**src/rtl/watchdog_timer_params.svh**
```systemverilog
// Constants of the watchdog timer
`ifndef WATCHDOG_TIMER_PARAMS_SVH
`define WATCHDOG_TIMER_PARAMS_SVH

`define WDT_COUNT_W 16
`define WDT_PRESCALE_W 14
`define WDT_DIV_SLOW 14'h3fff
`define WDT_DIV_FAST 14'h00ff
`define WDT_COUNT_MAX 16'hffff
`define WDT_RELOAD_RESET 16'h0000
`define WDT_WARN_CYCLES 8'h10
`define WDT_WARN_W 8

`endif

```
**src/rtl/watchdog_timer_pkg.sv**
```systemverilog
// Types of the watchdog timer
`default_nettype none
package watchdog_timer_pkg;
  typedef enum logic [1:0] {
    wdt_running,
    wdt_warning,
    wdt_reset_req
  } wdt_state_e;
endpackage
`default_nettype wire

```
**src/rtl/wdt_tick_if.sv**
```systemverilog
// Tick carrier between prescaler and watchdog core
`timescale 1ns/1ns
`default_nettype none
interface wdt_tick_if;
  logic clear;
  logic run;
  logic slow;
  logic tick;
  modport core(output clear, output run, output slow, input tick);
  modport prescaler(input clear, input run, input slow, output tick);
endinterface
`default_nettype wire

```
**src/rtl/watchdog_timer.sv**
```systemverilog
// Watchdog timer with selectable prescaler, reload and prewarning
`timescale 1ns/1ns
`default_nettype none
`include "watchdog_timer_params.svh"
module watchdog_timer
  import watchdog_timer_pkg::*;
(
  input wire logic clock,
  input wire logic srst,
  input wire logic watchdog_disable_command,
  input wire logic watchdog_enable_command,
  input wire logic service_command,
  input wire logic prescale_slow,
  input wire logic [`WDT_COUNT_W-1:0] watchdog_reload_value,
  output logic prewarning_irq,
  output logic reset_request,
  output logic enabled,
  output logic [`WDT_COUNT_W-1:0] count_value
);
  wdt_tick_if tick_bus();

  wdt_state_e state;
  wdt_state_e next_state;
  logic next_enabled;
  logic [`WDT_COUNT_W-1:0] next_count_value;
  logic [`WDT_WARN_W-1:0] warn_count;
  logic [`WDT_WARN_W-1:0] next_warn_count;
  logic next_prewarning_irq;
  logic next_reset_request;
  logic service_taken;
  logic count_advance;
  logic overflow_event;
  logic warn_done;

  wdt_prescaler wdt_prescaler_i (
    .clock(clock),
    .srst(srst),
    .tick_bus(tick_bus.prescaler)
  );

  // =====================================================
  // Decoding helpers

  // Counting and service are live only before the failure sequence
  function automatic logic is_running(input wdt_state_e st);
    is_running = (st == wdt_running);
  endfunction

  // Prewarning window between overflow and the reset request
  function automatic logic is_warning(input wdt_state_e st);
    is_warning = (st == wdt_warning);
  endfunction

  // Overflow is the tick that carries the counter past all ones
  function automatic logic wraps_now(
    input logic [`WDT_COUNT_W-1:0] value,
    input logic advance
  );
    wraps_now = advance && (value == `WDT_COUNT_MAX);
  endfunction

  // Last cycle of the prewarning window
  function automatic logic warn_expired(input logic [`WDT_WARN_W-1:0] value);
    warn_expired = (value == `WDT_WARN_CYCLES - 1'b1);
  endfunction

  // Counter step; wraps to zero past all ones
  function automatic logic [`WDT_COUNT_W-1:0] count_plus_one(
    input logic [`WDT_COUNT_W-1:0] value
  );
    count_plus_one = value + 1'b1;
  endfunction

  function automatic logic [`WDT_WARN_W-1:0] warn_plus_one(
    input logic [`WDT_WARN_W-1:0] value
  );
    warn_plus_one = value + 1'b1;
  endfunction

  // =====================================================
  // Prescaler control
  // A service after overflow is ignored, so a runaway program cannot keep
  // postponing the reset request
  always_comb begin
    service_taken = service_command && is_running(state);
    tick_bus.clear = service_taken;
    // A disabled watchdog keeps its partial prescaler interval
    tick_bus.run = enabled && is_running(state);
    tick_bus.slow = prescale_slow;
  end

  // =====================================================
  // Counter events
  always_comb begin
    // The prescaler never ticks in a service cycle
    count_advance = enabled && is_running(state) && tick_bus.tick;
    overflow_event = wraps_now(count_value, count_advance);
    warn_done = is_warning(state) && warn_expired(warn_count);
  end

  // =====================================================
  // Enable flag
  always_comb begin
    next_enabled = enabled;
    // Enable wins when both commands coincide
    if (watchdog_enable_command) begin
      next_enabled = 1'b1;
    end else if (watchdog_disable_command) begin
      next_enabled = 1'b0;
    end
  end

  always_ff @(posedge clock) begin
    if (srst) begin
      enabled <= 1'b1;
    end else begin
      enabled <= next_enabled;
    end
  end

  // =====================================================
  // Watchdog counter
  always_comb begin
    next_count_value = count_value;
    // Service wins over a tick in the same cycle
    if (service_taken) begin
      next_count_value = watchdog_reload_value;
    end else if (count_advance) begin
      next_count_value = count_plus_one(count_value);
    end
  end

  always_ff @(posedge clock) begin
    if (srst) begin
      count_value <= `WDT_RELOAD_RESET;
    end else begin
      count_value <= next_count_value;
    end
  end

  // =====================================================
  // Failure sequence state
  always_comb begin
    next_state = state;
    case (state)
      wdt_running: begin
        if (overflow_event) begin
          next_state = wdt_warning;
        end
      end
      wdt_warning: begin
        // Software can no longer cancel the sequence here
        if (warn_done) begin
          next_state = wdt_reset_req;
        end
      end
      wdt_reset_req: begin
        // Left only through reset
        next_state = wdt_reset_req;
      end
      default: begin
        next_state = wdt_running;
      end
    endcase
  end

  always_ff @(posedge clock) begin
    if (srst) begin
      state <= wdt_running;
    end else begin
      state <= next_state;
    end
  end

  // =====================================================
  // Prewarning window
  always_comb begin
    next_warn_count = warn_count;
    if (overflow_event) begin
      next_warn_count = '0;
    end else if (is_warning(state) && !warn_done) begin
      next_warn_count = warn_plus_one(warn_count);
    end
  end

  always_ff @(posedge clock) begin
    if (srst) begin
      warn_count <= '0;
    end else begin
      warn_count <= next_warn_count;
    end
  end

  // =====================================================
  // Interrupt and reset request
  always_comb begin
    // One-cycle prewarning, then a request that holds until reset
    next_prewarning_irq = overflow_event;
    next_reset_request = reset_request;
    if (warn_done) begin
      next_reset_request = 1'b1;
    end
  end

  always_ff @(posedge clock) begin
    if (srst) begin
      prewarning_irq <= 1'b0;
      reset_request <= 1'b0;
    end else begin
      prewarning_irq <= next_prewarning_irq;
      reset_request <= next_reset_request;
    end
  end
endmodule
`default_nettype wire

```
**src/rtl/wdt_prescaler.sv**
```systemverilog
// Selectable clock prescaler for the watchdog counter
`timescale 1ns/1ns
`default_nettype none
`include "watchdog_timer_params.svh"
module wdt_prescaler
  import watchdog_timer_pkg::*;
(
  input wire logic clock,
  input wire logic srst,
  wdt_tick_if.prescaler tick_bus
);
  logic [`WDT_PRESCALE_W-1:0] count;
  logic [`WDT_PRESCALE_W-1:0] next_count;
  logic [`WDT_PRESCALE_W-1:0] limit;

  // =====================================================
  // Divider
  always_comb begin
    limit = tick_bus.slow ? `WDT_DIV_SLOW : `WDT_DIV_FAST;
    next_count = count;
    tick_bus.tick = 1'b0;
    if (tick_bus.clear) begin
      next_count = '0;
    end else if (tick_bus.run) begin
      if (count >= limit) begin
        next_count = '0;
        tick_bus.tick = 1'b1;
      end else begin
        next_count = count + 1'b1;
      end
    end
  end

  always_ff @(posedge clock) begin
    if (srst) begin
      count <= '0;
    end else begin
      count <= next_count;
    end
  end
endmodule
`default_nettype wire

```
**config.mk**
```make
export PLATFORM = sky130hd
export DESIGN_NAME = watchdog_timer
export DESIGN_NICKNAME = d
export VERILOG_FILES = /design/src/rtl/watchdog_timer_pkg.sv /design/src/rtl/wdt_tick_if.sv /design/src/rtl/watchdog_timer.sv /design/src/rtl/wdt_prescaler.sv
export VERILOG_INCLUDE_DIRS = /design/src /design/src/rtl
export SDC_FILE = /design/constraint.sdc
export NUM_CORES = 1
export LEC_CHECK = 0
export ABC_AREA = 1
export BUFFER_PORTS_ARGS = -buffer_cell sky130_fd_sc_hd__buf_2
export CORE_UTILIZATION = 40
export CTS_CLUSTER_DIAMETER = 100
export DETAILED_ROUTE_END_ITERATION = 10
export GPL_ROUTABILITY_DRIVEN = 0
export HOLD_SLACK_MARGIN = 0.12
export PLACE_DENSITY_LB_ADDON = 0.3
export SYNTH_ARGS = -nofsm -noshare
export SYNTH_HDL_FRONTEND = slang
export SYNTH_SLANG_ARGS = --single-unit
```
**constraint.sdc**
```tcl
create_clock -name clock -period 1.7 [get_ports clock]
set_input_delay 0.085 -clock clock [delete_from_list [all_inputs] [get_ports clock]]
set_output_delay 0.085 -clock clock [all_outputs]
set_load 0.05 [all_outputs]
```
==> results.toml, run 1 <==
[final_layout]
register_area_sq_um = 872
antenna_cells = 0
finalNetCount = 461
area_growth_pct = 29.9
multi_input_area_sq_mm = 0.00165
fillers = 562
drive_gt1_share_pct = 31.1
final_core_util_pct = 54.8
final_cell_area_sq_mm = 0.00330

[critical_path]
path_class = "flip-flop to flip-flop"
crit_fanout = 5
end_kind = "flip-flop"
worstSetupStartpointType = "flip-flop"
crit_required_ns = 1.92
crit_arrival_ns = 1.93

[yosys]
synthAdderAreaFrac_pct = 5.91
synth.largest_area_cell = "dfxtp_1"
synth_area_sq_mm = 0.00254
yosys_warnings = 0
yosys_most_used_dff = "dfxtp_1"
avgSynthCellArea_sq_um = 7.14
ys_seq_area_share_pct = 33.9
synth_compound_area_share_pct = 8.32
ys_types = 35
syn_nets = 390
synth_edf_count = 0
ys_ff_latch = 43
yosys.area_share.xor_xnor_pct = 5.86
synthSimpleGateAreaFrac_pct = 38.5
yosysMostFrequentCell = "nand2_1"
synthTopCellsByArea = "dfxtp_1, nand2_1, nor2_1"
syn_inst = 356
synth.top_cell.area_share_pct = 33.9
synthMuxAreaShare_pct = 0.787
synth-async-reset-ratio_pct = 0
synth_top_family_by_area = "simple AND/OR/NAND/NOR gates"
ys_top_cells_by_count = "nand2_1, nor2_1, dfxtp_1"

[sta]
drv_slew = 0
timing.final.ws_setup_ns = -0.00596
finalHoldViolCount = 0
worst_pin_slew_ns = 0.506
finalSetupViolCount = 1
setup_tns_ns = -0.00596
clock-skew-final_ns = 0.0144
hold_ws_ns = 0.118
fmax_mhz = 586
min_period_ns = 1.71
finalCritPeriodShare_pct = 100
maxSlewHeadroom_pct = 66.2
rsz0062_at_grt = "true"

[worst_hold_path]
hold_class = "input pin to flip-flop"

[clock_network]
clkTransAtPathRegs_ns = 0.09
cts_buffers = 5
htree_num_levels = 2
cts_root_buf = "clkbuf_8"
clockBufferDepth = 2
cts_sinks = 43
clk_latency_ns = 0.30
cts_tree = "done"

[status]
violations = "negative setup slack"
status = "finished, violations left"

[placed_design]
hpwl_um = 4380
placed_area_sq_mm = 0.00293
dp_slack_ns = -0.0384
portBuffers = 40

[detailed_routing]
post_drt_wl_per_cell_um = 12.2
dr.pass1.iters = 4
dr.first_iter.drc_count = 170
vias = 2518
drc = 0
vias_per_cell = 5.01
drtAntennaViolNets = 0
drt-total-wl_um = 6120

[power_and_ir_drop]
ir_drop_v = 0.000320
p_int_w = 0.00153
swShare_pct = 29.1
pwr-share-comb_pct = 17.0
p_per_area_mw_per_mm2 = 656
p_switching_w = 0.000631
clkPwrFrac_pct = 33.2
power_leakage_nw = 1.39
seqPwrFrac_pct = 49.8

[global_route]
grt_pass1_wl_um = 9540
first_global_vias = 2144
grt_usage_pct = 18.5
grt_max_degree = 22
antenna_found_initial = 0
overflow = 0

[floorplan]
rows = 28
die_area_sq_mm = 0.00668
boundaryPins = 41
fp.dieW_um = 81.7
die_h_um = 81.7
core_area_sq_mm = 0.00603
start_util_pct = 42.2

[job]
maxCapViolCount = 0
==> placed cells by master (no fill, tap or decap), drive strengths merged <==
cell type / n
a21oi: 15
xnor2: 5
nor2: 67
dfxtp: 43
nand3b: 3
nand4: 6
dlygate4sd3: 8
nor3b: 2
clkbuf: 8
nand3: 31
buf: 63
nand2: 74
xor2: 12
inv: 31
nor3: 11
o21ai: 21
or2: 8
and3: 2
a31oi: 2
o21bai: 1
a211oi: 1
ha: 12
mux2i: 2
==> timing repair <==
item,4_1_cts,5_1_grt
endpoints found under the setup margin,3,38
gates resized for setup,1,39
cloned,0,1
hold buffers,8,0
endpoints found under the hold margin,7,0
pin swaps,0,11
buffers inserted,0,3
==> final cells by class <==
class / count / area share (%)
Tap cell: 75 / 2.84
Timing Repair Buffer: 71 / 13.8
Inverter: 31 / 3.83
Multi-Input combinational cell: 275 / 50.1
Sequential cell: 43 / 26.4
Clock buffer: 8 / 3.03
==> stage by stage <==
stage,std cells,total power (W)
after detailed placement,483,0.00143
after floorplan,356,0.00134
after global placement,483,0.00143
final,503,0.00217
after global routing,503,0.00228
after CTS,499,0.00218
==> state kept, by name (all words and copies together), names as in the netlist <==
name	flops
prewarning_irq	1
state	2
reset_request	1
count_value	16
warn_count	8
enabled	1
wdt_prescaler_i.count	14
==> power groups by stage <==
stage | Clock (W) | Sequential [W] | Combinational [W]
finish | 0.000719 | 0.00108 | 0.000369
global route | 0.000794 | 0.00108 | 0.000400
CTS | 0.000753 | 0.00108 | 0.000349
detailed placement | 0 | 0.00110 | 0.000334
global placement | 0 | 0.00110 | 0.000331
floorplan | 0 | 0.00119 | 0.000143
==> critical path, stage by stage (launching register included) <==
cell and delay, ns:
dfxtp_4 0.36, ha_4 0.26, nand2_2 0.04, inv_2 0.06, nand2_2 0.06, nor2_2 0.13
nor2_2 0.06, nand2_2 0.10, nand2_4 0.12, buf_6 0.16, xor2_2 0.17, a21oi_1 0.12
==> final timing paths <==
path	cells after the start	to	start	slack, ns
worst max register to register	11	count_value[0]$_SDFFE_PP0P_	wdt_prescaler_i.count[13]$_SDFFE_PP0P_	-0.006
worst min-delay path	5	count_value[5]$_SDFFE_PP0P_	watchdog_reload_value[5]	0.12
worst max-delay path	11	count_value[0]$_SDFFE_PP0P_	wdt_prescaler_i.count[13]$_SDFFE_PP0P_	-0.006
worst min register to register	2	reset_request$_SDFFE_PP0P_	reset_request$_SDFFE_PP0P_	0.48
==> kinds of logic after synthesis <==
group / count (synthesis)
AND/OR/NAND/NOR: 203
AO/OA/AOI/OAI: 40
adder cells (fa/ha/maj): 12
flip-flops: 43
buffers and inverters: 39
multiplexers: 2
XOR/XNOR: 17
==> per-layer routing <==
metal  vias up  wire (um)  GRT usage, %
li1       1307          -             -
met2        74       2750          30.0
met3         9        386          3.56
met5         -          0             0
met1      1128       2890          24.4
met4         0         92          6.14
(Power assumes the default switching activity.)
==> run 2, diff against run 1 <==
--- a/config.mk
+++ b/config.mk
@@ -8,6 +8,7 @@
 export LEC_CHECK = 0
 export ABC_AREA = 1
 export BUFFER_PORTS_ARGS = -buffer_cell sky130_fd_sc_hd__buf_2
+export CORE_ASPECT_RATIO = 0.5
 export CORE_UTILIZATION = 40
 export CTS_CLUSTER_DIAMETER = 100
 export DETAILED_ROUTE_END_ITERATION = 10
@@ -16,4 +17,5 @@
 export PLACE_DENSITY_LB_ADDON = 0.3
 export SYNTH_ARGS = -nofsm -noshare
 export SYNTH_HDL_FRONTEND = slang
+export SYNTH_HIERARCHICAL = 1
 export SYNTH_SLANG_ARGS = --single-unit
==> results.toml, run 2 <==
[status]
status = "finished, violations left"
violations = "negative setup slack"

[final_layout]
final_cell_mix = "nand2_1, inv_1, buf_2"
finalNetCount = 520
antenna_cells = 0
final_cell_area_sq_mm = 0.00377
regMostFlops = "count_value"
largest_reg_flops = 16
fillers = 576
final_common_cell = "nand2_1"
drive_gt1_share_pct = 34.1
largestRegisters = "count_value (16), wdt_prescaler_i/count (14), warn_count (8)"
area_growth_pct = 40.1

[sta]
timing.final.ws_setup_ns = -0.261
drv_slew = 0
setup_tns_ns = -5.44
worst_pin_slew_ns = 0.399
fmax_mhz = 510
maxSlewHeadroom_pct = 73.3
clock-skew-final_ns = 0.00389
min_period_ns = 1.96
hold_ws_ns = 0.149
finalHoldViolCount = 0
finalCritPeriodShare_pct = 115
finalSetupViolCount = 27
rsz0062_at_grt = "true"

[yosys]
syn_inst = 397
ys_ff_latch = 43
ys_top_cells_by_count = "nand2_1, inv_1, dfxtp_1, nor2_1, nand3_1"
synth.top_cell.area_share_pct = 32.0
synth_area_sq_mm = 0.00269
ys_types = 36
synthTopCellsByArea = "dfxtp_1, nand2_1, inv_1"
yosys_most_used_dff = "dfxtp_1"
ys_seq_area_share_pct = 32.0
yosysMostFrequentCell = "nand2_1"
avgSynthCellArea_sq_um = 6.78
synth_edf_count = 0
yosys_warnings = 6
syn_nets = 431
synth-async-reset-ratio_pct = 0
synth.largest_area_cell = "dfxtp_1"

[critical_path]
cpPeakStageDelay_ns = 0.33
crit_required_ns = 1.93
crit_arrival_ns = 2.19
worst-path-buf-inv = 4
cp_top_family = "simple AND/OR/NAND/NOR gates"
worstSetupStartpointType = "flip-flop"
end_kind = "flip-flop"
path_class = "flip-flop to flip-flop"
cp_slowest_cell = "dfxtp_2"
crit_fanout = 5
path_cells = "ha_4, nand2_2, inv_2, nand2_2, nor2_2, nand2_2, nand2_4, nand2_4, nor2_4, nand3_4, buf_12, nand2_8, buf_6, nand3_1, nand3_1, nand2_1, inv_1"
crit_top_cell = "nand2_2"

[detailed_routing]
drc = 0
dr.first_iter.drc_count = 101
vias_per_cell = 4.80
drtAntennaViolNets = 0
dr.pass1.iters = 4
drt-total-wl_um = 6640
post_drt_wl_per_cell_um = 11.5
vias = 2758

[power_and_ir_drop]
power_leakage_nw = 1.70
ir_drop_v = 0.000422
power_w = 0.00245
p_per_area_mw_per_mm2 = 650

[global_route]
grt_max_degree = 27
grt_pass1_wl_um = 11100
grt_usage_pct = 19.5
overflow = 0
first_global_vias = 2565
antenna_found_initial = 0

[floorplan]
fp.dieW_um = 118
die_area_sq_mm = 0.00708
rows = 20
boundaryPins = 41
core_area_sq_mm = 0.00628
start_util_pct = 42.8
die_h_um = 60

[clock_network]
cts_tree = "done"
clk_latency_ns = 0.29
cts_buffers = 5
clockBufferDepth = 2
htree_num_levels = 2
cts_sinks = 43
cts_root_buf = "clkbuf_16"
clkTransAtPathRegs_ns = 0.06

[placed_design]
portBuffers = 40
hpwl_um = 4630
dp_slack_ns = -0.408
placed_area_sq_mm = 0.00328

[job]
maxCapViolCount = 0

[worst_hold_path]
hold_class = "input pin to flip-flop"
[run 2: kinds of logic after synthesis]
group	Yosys count	share of synthesized area, %
DFF	43	32.0
AOI/OAI and AO/OA	42	9.44
xor gates and xnor gates	10	3.25
muxes	1	0.372
adders and majority gates	12	5.58
and+or+nand+nor	225	39.8
buffers and inverters	64	9.58
[run 2: area by class of cell]
cell class | count | area [sq um] | share of cell area, %
Multi-Input combinational cell | 290 | 1770 | 47.0
Sequential cell | 43 | 870 | 23.1
Timing Repair Buffer | 88 | 629 | 16.7
Inverter | 58 | 234 | 6.20
Clock buffer | 8 | 156 | 4.15
Tap cell | 88 | 110 | 2.92
[run 2: path summary, 6_finish.rpt]
kind,startpoint,to,slack (ns),cells after the start
setup / recovery,wdt_prescaler_i/count[13]$_SDFFE_PP0P_,count_value[5]$_SDFFE_PP0P_,-0.26,17
setup reg to reg,wdt_prescaler_i/count[13]$_SDFFE_PP0P_,count_value[5]$_SDFFE_PP0P_,-0.26,17
hold reg to reg,reset_request$_SDFFE_PP0P_,reset_request$_SDFFE_PP0P_,0.46,2
hold / removal,watchdog_reload_value[4],count_value[4]$_SDFFE_PP0P_,0.15,3
[run 2: power breakdown]
group	switching (W)	internal, W	leakage (nW)
Sequential	0.0000346	0.00104	0.352
Clock	0.000397	0.000626	0.0772
Combinational	0.000228	0.000131	1.27
Total	0.000659	0.00179	1.70
[run 2: stage by stage]
step | utilization [%] | cells
after detailed placement | 52.3 | 551
after global routing | 60.0 | 575
after CTS | 57.0 | 569
after global placement | 52.3 | 551
final | 60.0 | 575
after floorplan | - | 397
[run 2: routing by layer]
layer / wire length [um] / track usage (%) / up-vias
li1: - / - / 1456
met1: 3200 / 24.7 / 1244
met2: 3130 / 33.5 / 48
met3: 233 / 3.63 / 10
met4: 76 / 8.24 / 0
met5: 0 / 0 / -
[run 2: worst min-delay path: stages]
cell and delay (ns):
buf_2 0.10, o21ai_0 0.15, a211oi_1 0.05
[run 2: repair_timing]
| item | 4_1_cts | 5_1_grt |
|---|---|---|
| hold buffers | 10 | 0 |
| buffers inserted | 0 | 6 |
| pin swaps | 3 | 12 |
| endpoints found under the hold margin | 9 | 0 |
| endpoints found under the setup margin | 30 | 33 |
| resized for setup | 10 | 36 |
==> run 3, diff against run 2 <==
--- a/config.mk
+++ b/config.mk
@@ -15,6 +15,7 @@
 export GPL_ROUTABILITY_DRIVEN = 0
 export HOLD_SLACK_MARGIN = 0.12
 export PLACE_DENSITY_LB_ADDON = 0.3
+export SLEW_MARGIN = 0
 export SYNTH_ARGS = -nofsm -noshare
 export SYNTH_HDL_FRONTEND = slang
 export SYNTH_HIERARCHICAL = 1
==> constraint.sdc (replaced) <==
create_clock -name clock -period 1.76 [get_ports clock]
set_input_delay 0.088 -clock clock [delete_from_list [all_inputs] [get_ports clock]]
set_output_delay 0.088 -clock clock [all_outputs]
set_load 0.05 [all_outputs]
==> results.toml, run 3 (same netlist as run 2, synthesis figures left out) <==
[status]
status = "finished, violations left"
violations = "negative setup slack"

[clock_network]
cts_tree = "done"
cts_buffers = 5
clockBufferDepth = 2
clkTransAtPathRegs_ns = 0.06
htree_num_levels = 2
cts_root_buf = "clkbuf_16"
cts_sinks = 43
clk_latency_ns = 0.29

[final_layout]
drive_gt1_share_pct = 32.7
largestRegisters = "count_value (16), wdt_prescaler_i/count (14), warn_count (8)"
fillers = 588
regMostFlops = "count_value"
final_cell_mix = "nand2_1, inv_1, buf_2"
area_growth_pct = 36.0
final_common_cell = "nand2_1"
antenna_cells = 0
finalNetCount = 517
largest_reg_flops = 16

[detailed_routing]
dr.first_iter.drc_count = 105
vias_per_cell = 4.74
drtAntennaViolNets = 0
drc = 0
dr.pass1.iters = 4
post_drt_wl_per_cell_um = 11.1
vias = 2704
drt-total-wl_um = 6340

[critical_path]
crit_required_ns = 1.92
crit_fanout = 5
end_kind = "flip-flop"
worstSetupStartpointType = "flip-flop"
r2r_slack_ns = -0.15
r2r-start = "wdt_prescaler_i/count[12]$_SDFFE_PP0P_"
r2r_end = "state[0]$_SDFFE_PP0P_"
worstRegToRegCells = 16
crit_arrival_ns = 2.07
path_class = "flip-flop to flip-flop"

[placed_design]
portBuffers = 40
dp_slack_ns = -0.284
hpwl_um = 4660

[power_and_ir_drop]
power_leakage_nw = 1.67
power_w = 0.00230
p_per_area_mw_per_mm2 = 629
ir_drop_v = 0.000354

[sta]
worst_pin_slew_ns = 0.560
clock-skew-final_ns = 0.00222
setup_tns_ns = -2.15
finalHoldViolCount = 0
min_period_ns = 1.91
finalCritPeriodShare_pct = 109
rsz0062_at_grt = "true"
timing.final.ws_setup_ns = -0.152
finalSetupViolCount = 27
fmax_mhz = 523
maxSlewHeadroom_pct = 62.6
drv_slew = 0

[floorplan]
die_area_sq_mm = 0.00708
boundaryPins = 41
die_h_um = 60
rows = 20
core_area_sq_mm = 0.00628
fp.dieW_um = 118
start_util_pct = 42.8

[global_route]
grt_max_degree = 18
grt_usage_pct = 18.7
overflow = 0
antenna_found_initial = 0
first_global_vias = 2327
grt_pass1_wl_um = 10500

[worst_hold_path]
hold_class = "input pin to flip-flop"
hold_start = "watchdog_reload_value[4]"
hold_path_end = "count_value[4]$_SDFFE_PP0P_"
worstHoldPathCells = 3

[job]
maxCapViolCount = 0
==> run 3: changes by cell type in the layout (fill, tap and decap cells not counted), sizes merged <==
| cell | before | now |
|---|---|---|
| inv | 57 | 58 |
| clkinvlp | 1 | 0 |
| clkbuf | 8 | 6 |
| clkinv | 0 | 1 |
| buf | 78 | 75 |
==> run 3: stage by stage <==
stage | utilization [%] | area (sq um) | cells | hold slack [ns]
finish | 58.3 | 3660 | 571 | 0.163
global route | 58.3 | 3660 | 571 | 0.191
CTS | 56.2 | 3530 | 568 | 0.151
detailed placement | 51.9 | 3260 | 551 | 0.282
global placement | 51.9 | 3260 | 551 | 0.275
floorplan | - | 2750 | 397 | 0.157
==> run 3: final cells by class <==
type | instances | area, sq um | share of cell area [%]
inverter | 58 | 225 | 6.15
clock buffer | 6 | 139 | 3.79
multi-input combinational | 290 | 1730 | 47.4
tap | 88 | 110 | 3.01
clock inverter | 1 | 5.00 | 0.137
sequential | 43 | 870 | 23.8
timing repair buffer | 85 | 578 | 15.8
==> run 3: power breakdown <==
group	internal, W	switching [W]	total (W)
registers	0.00100	0.0000330	0.00103
clock network	0.000554	0.000381	0.000936
logic	0.000120	0.000214	0.000334
total	0.00168	0.000628	0.00230
==> run 3: layer usage <==
layer	share of wire, %	wire length (um)	vias to the layer above	track usage [%]
li1	-	-	1446	-
met4	0.90	57	0	5.49
met3	3.0	189	6	3.44
met5	0	0	-	0
met1	50	3160	1218	24.2
met2	46	2930	34	32.5
==> run 3: how the worst max path moves through the flow <==
| stage | start | end | cells after the start |
|---|---|---|---|
| floorplan | wdt_prescaler_i/count[12]$_SDFFE_PP0P_ | state[1]$_SDFFE_PP0P_ | 16 |
| global placement | prescale_slow | warn_count[2]$_SDFFE_PP0P_ | 18 |
| detailed placement | prescale_slow | warn_count[2]$_SDFFE_PP0P_ | 18 |
| CTS | wdt_prescaler_i/count[13]$_SDFFE_PP0P_ | warn_count[2]$_SDFFE_PP0P_ | 16 |
| global route | wdt_prescaler_i/count[12]$_SDFFE_PP0P_ | count_value[7]$_SDFFE_PP0P_ | 15 |
| finish | wdt_prescaler_i/count[12]$_SDFFE_PP0P_ | state[0]$_SDFFE_PP0P_ | 16 |
==> run 3: timing repair <==
action / CTS / global route
pin swaps: 0 / 7
setup buffers: 0 / 3
endpoints found under the setup margin: 27 / 38
hold endpoints to repair: 9 / 0
gates resized for setup: 7 / 34
hold buffers: 10 / 0
==> run 3: worst max-delay path, cell delays in order, from the launching register on <==
cell     delay [ns]
dfxtp_2        0.33
ha_4           0.26
nand2_2        0.05
inv_2          0.05
nand2_2        0.06
nor2_2         0.09
nand2_2        0.07
nand2_4        0.09
nand2_4        0.05
nor2_4         0.09
nand3_4        0.13
nor3_4         0.13
nand2_2        0.11
nand2_2        0.09
nand2_2        0.05
nand2_1        0.07
a21oi_1        0.06
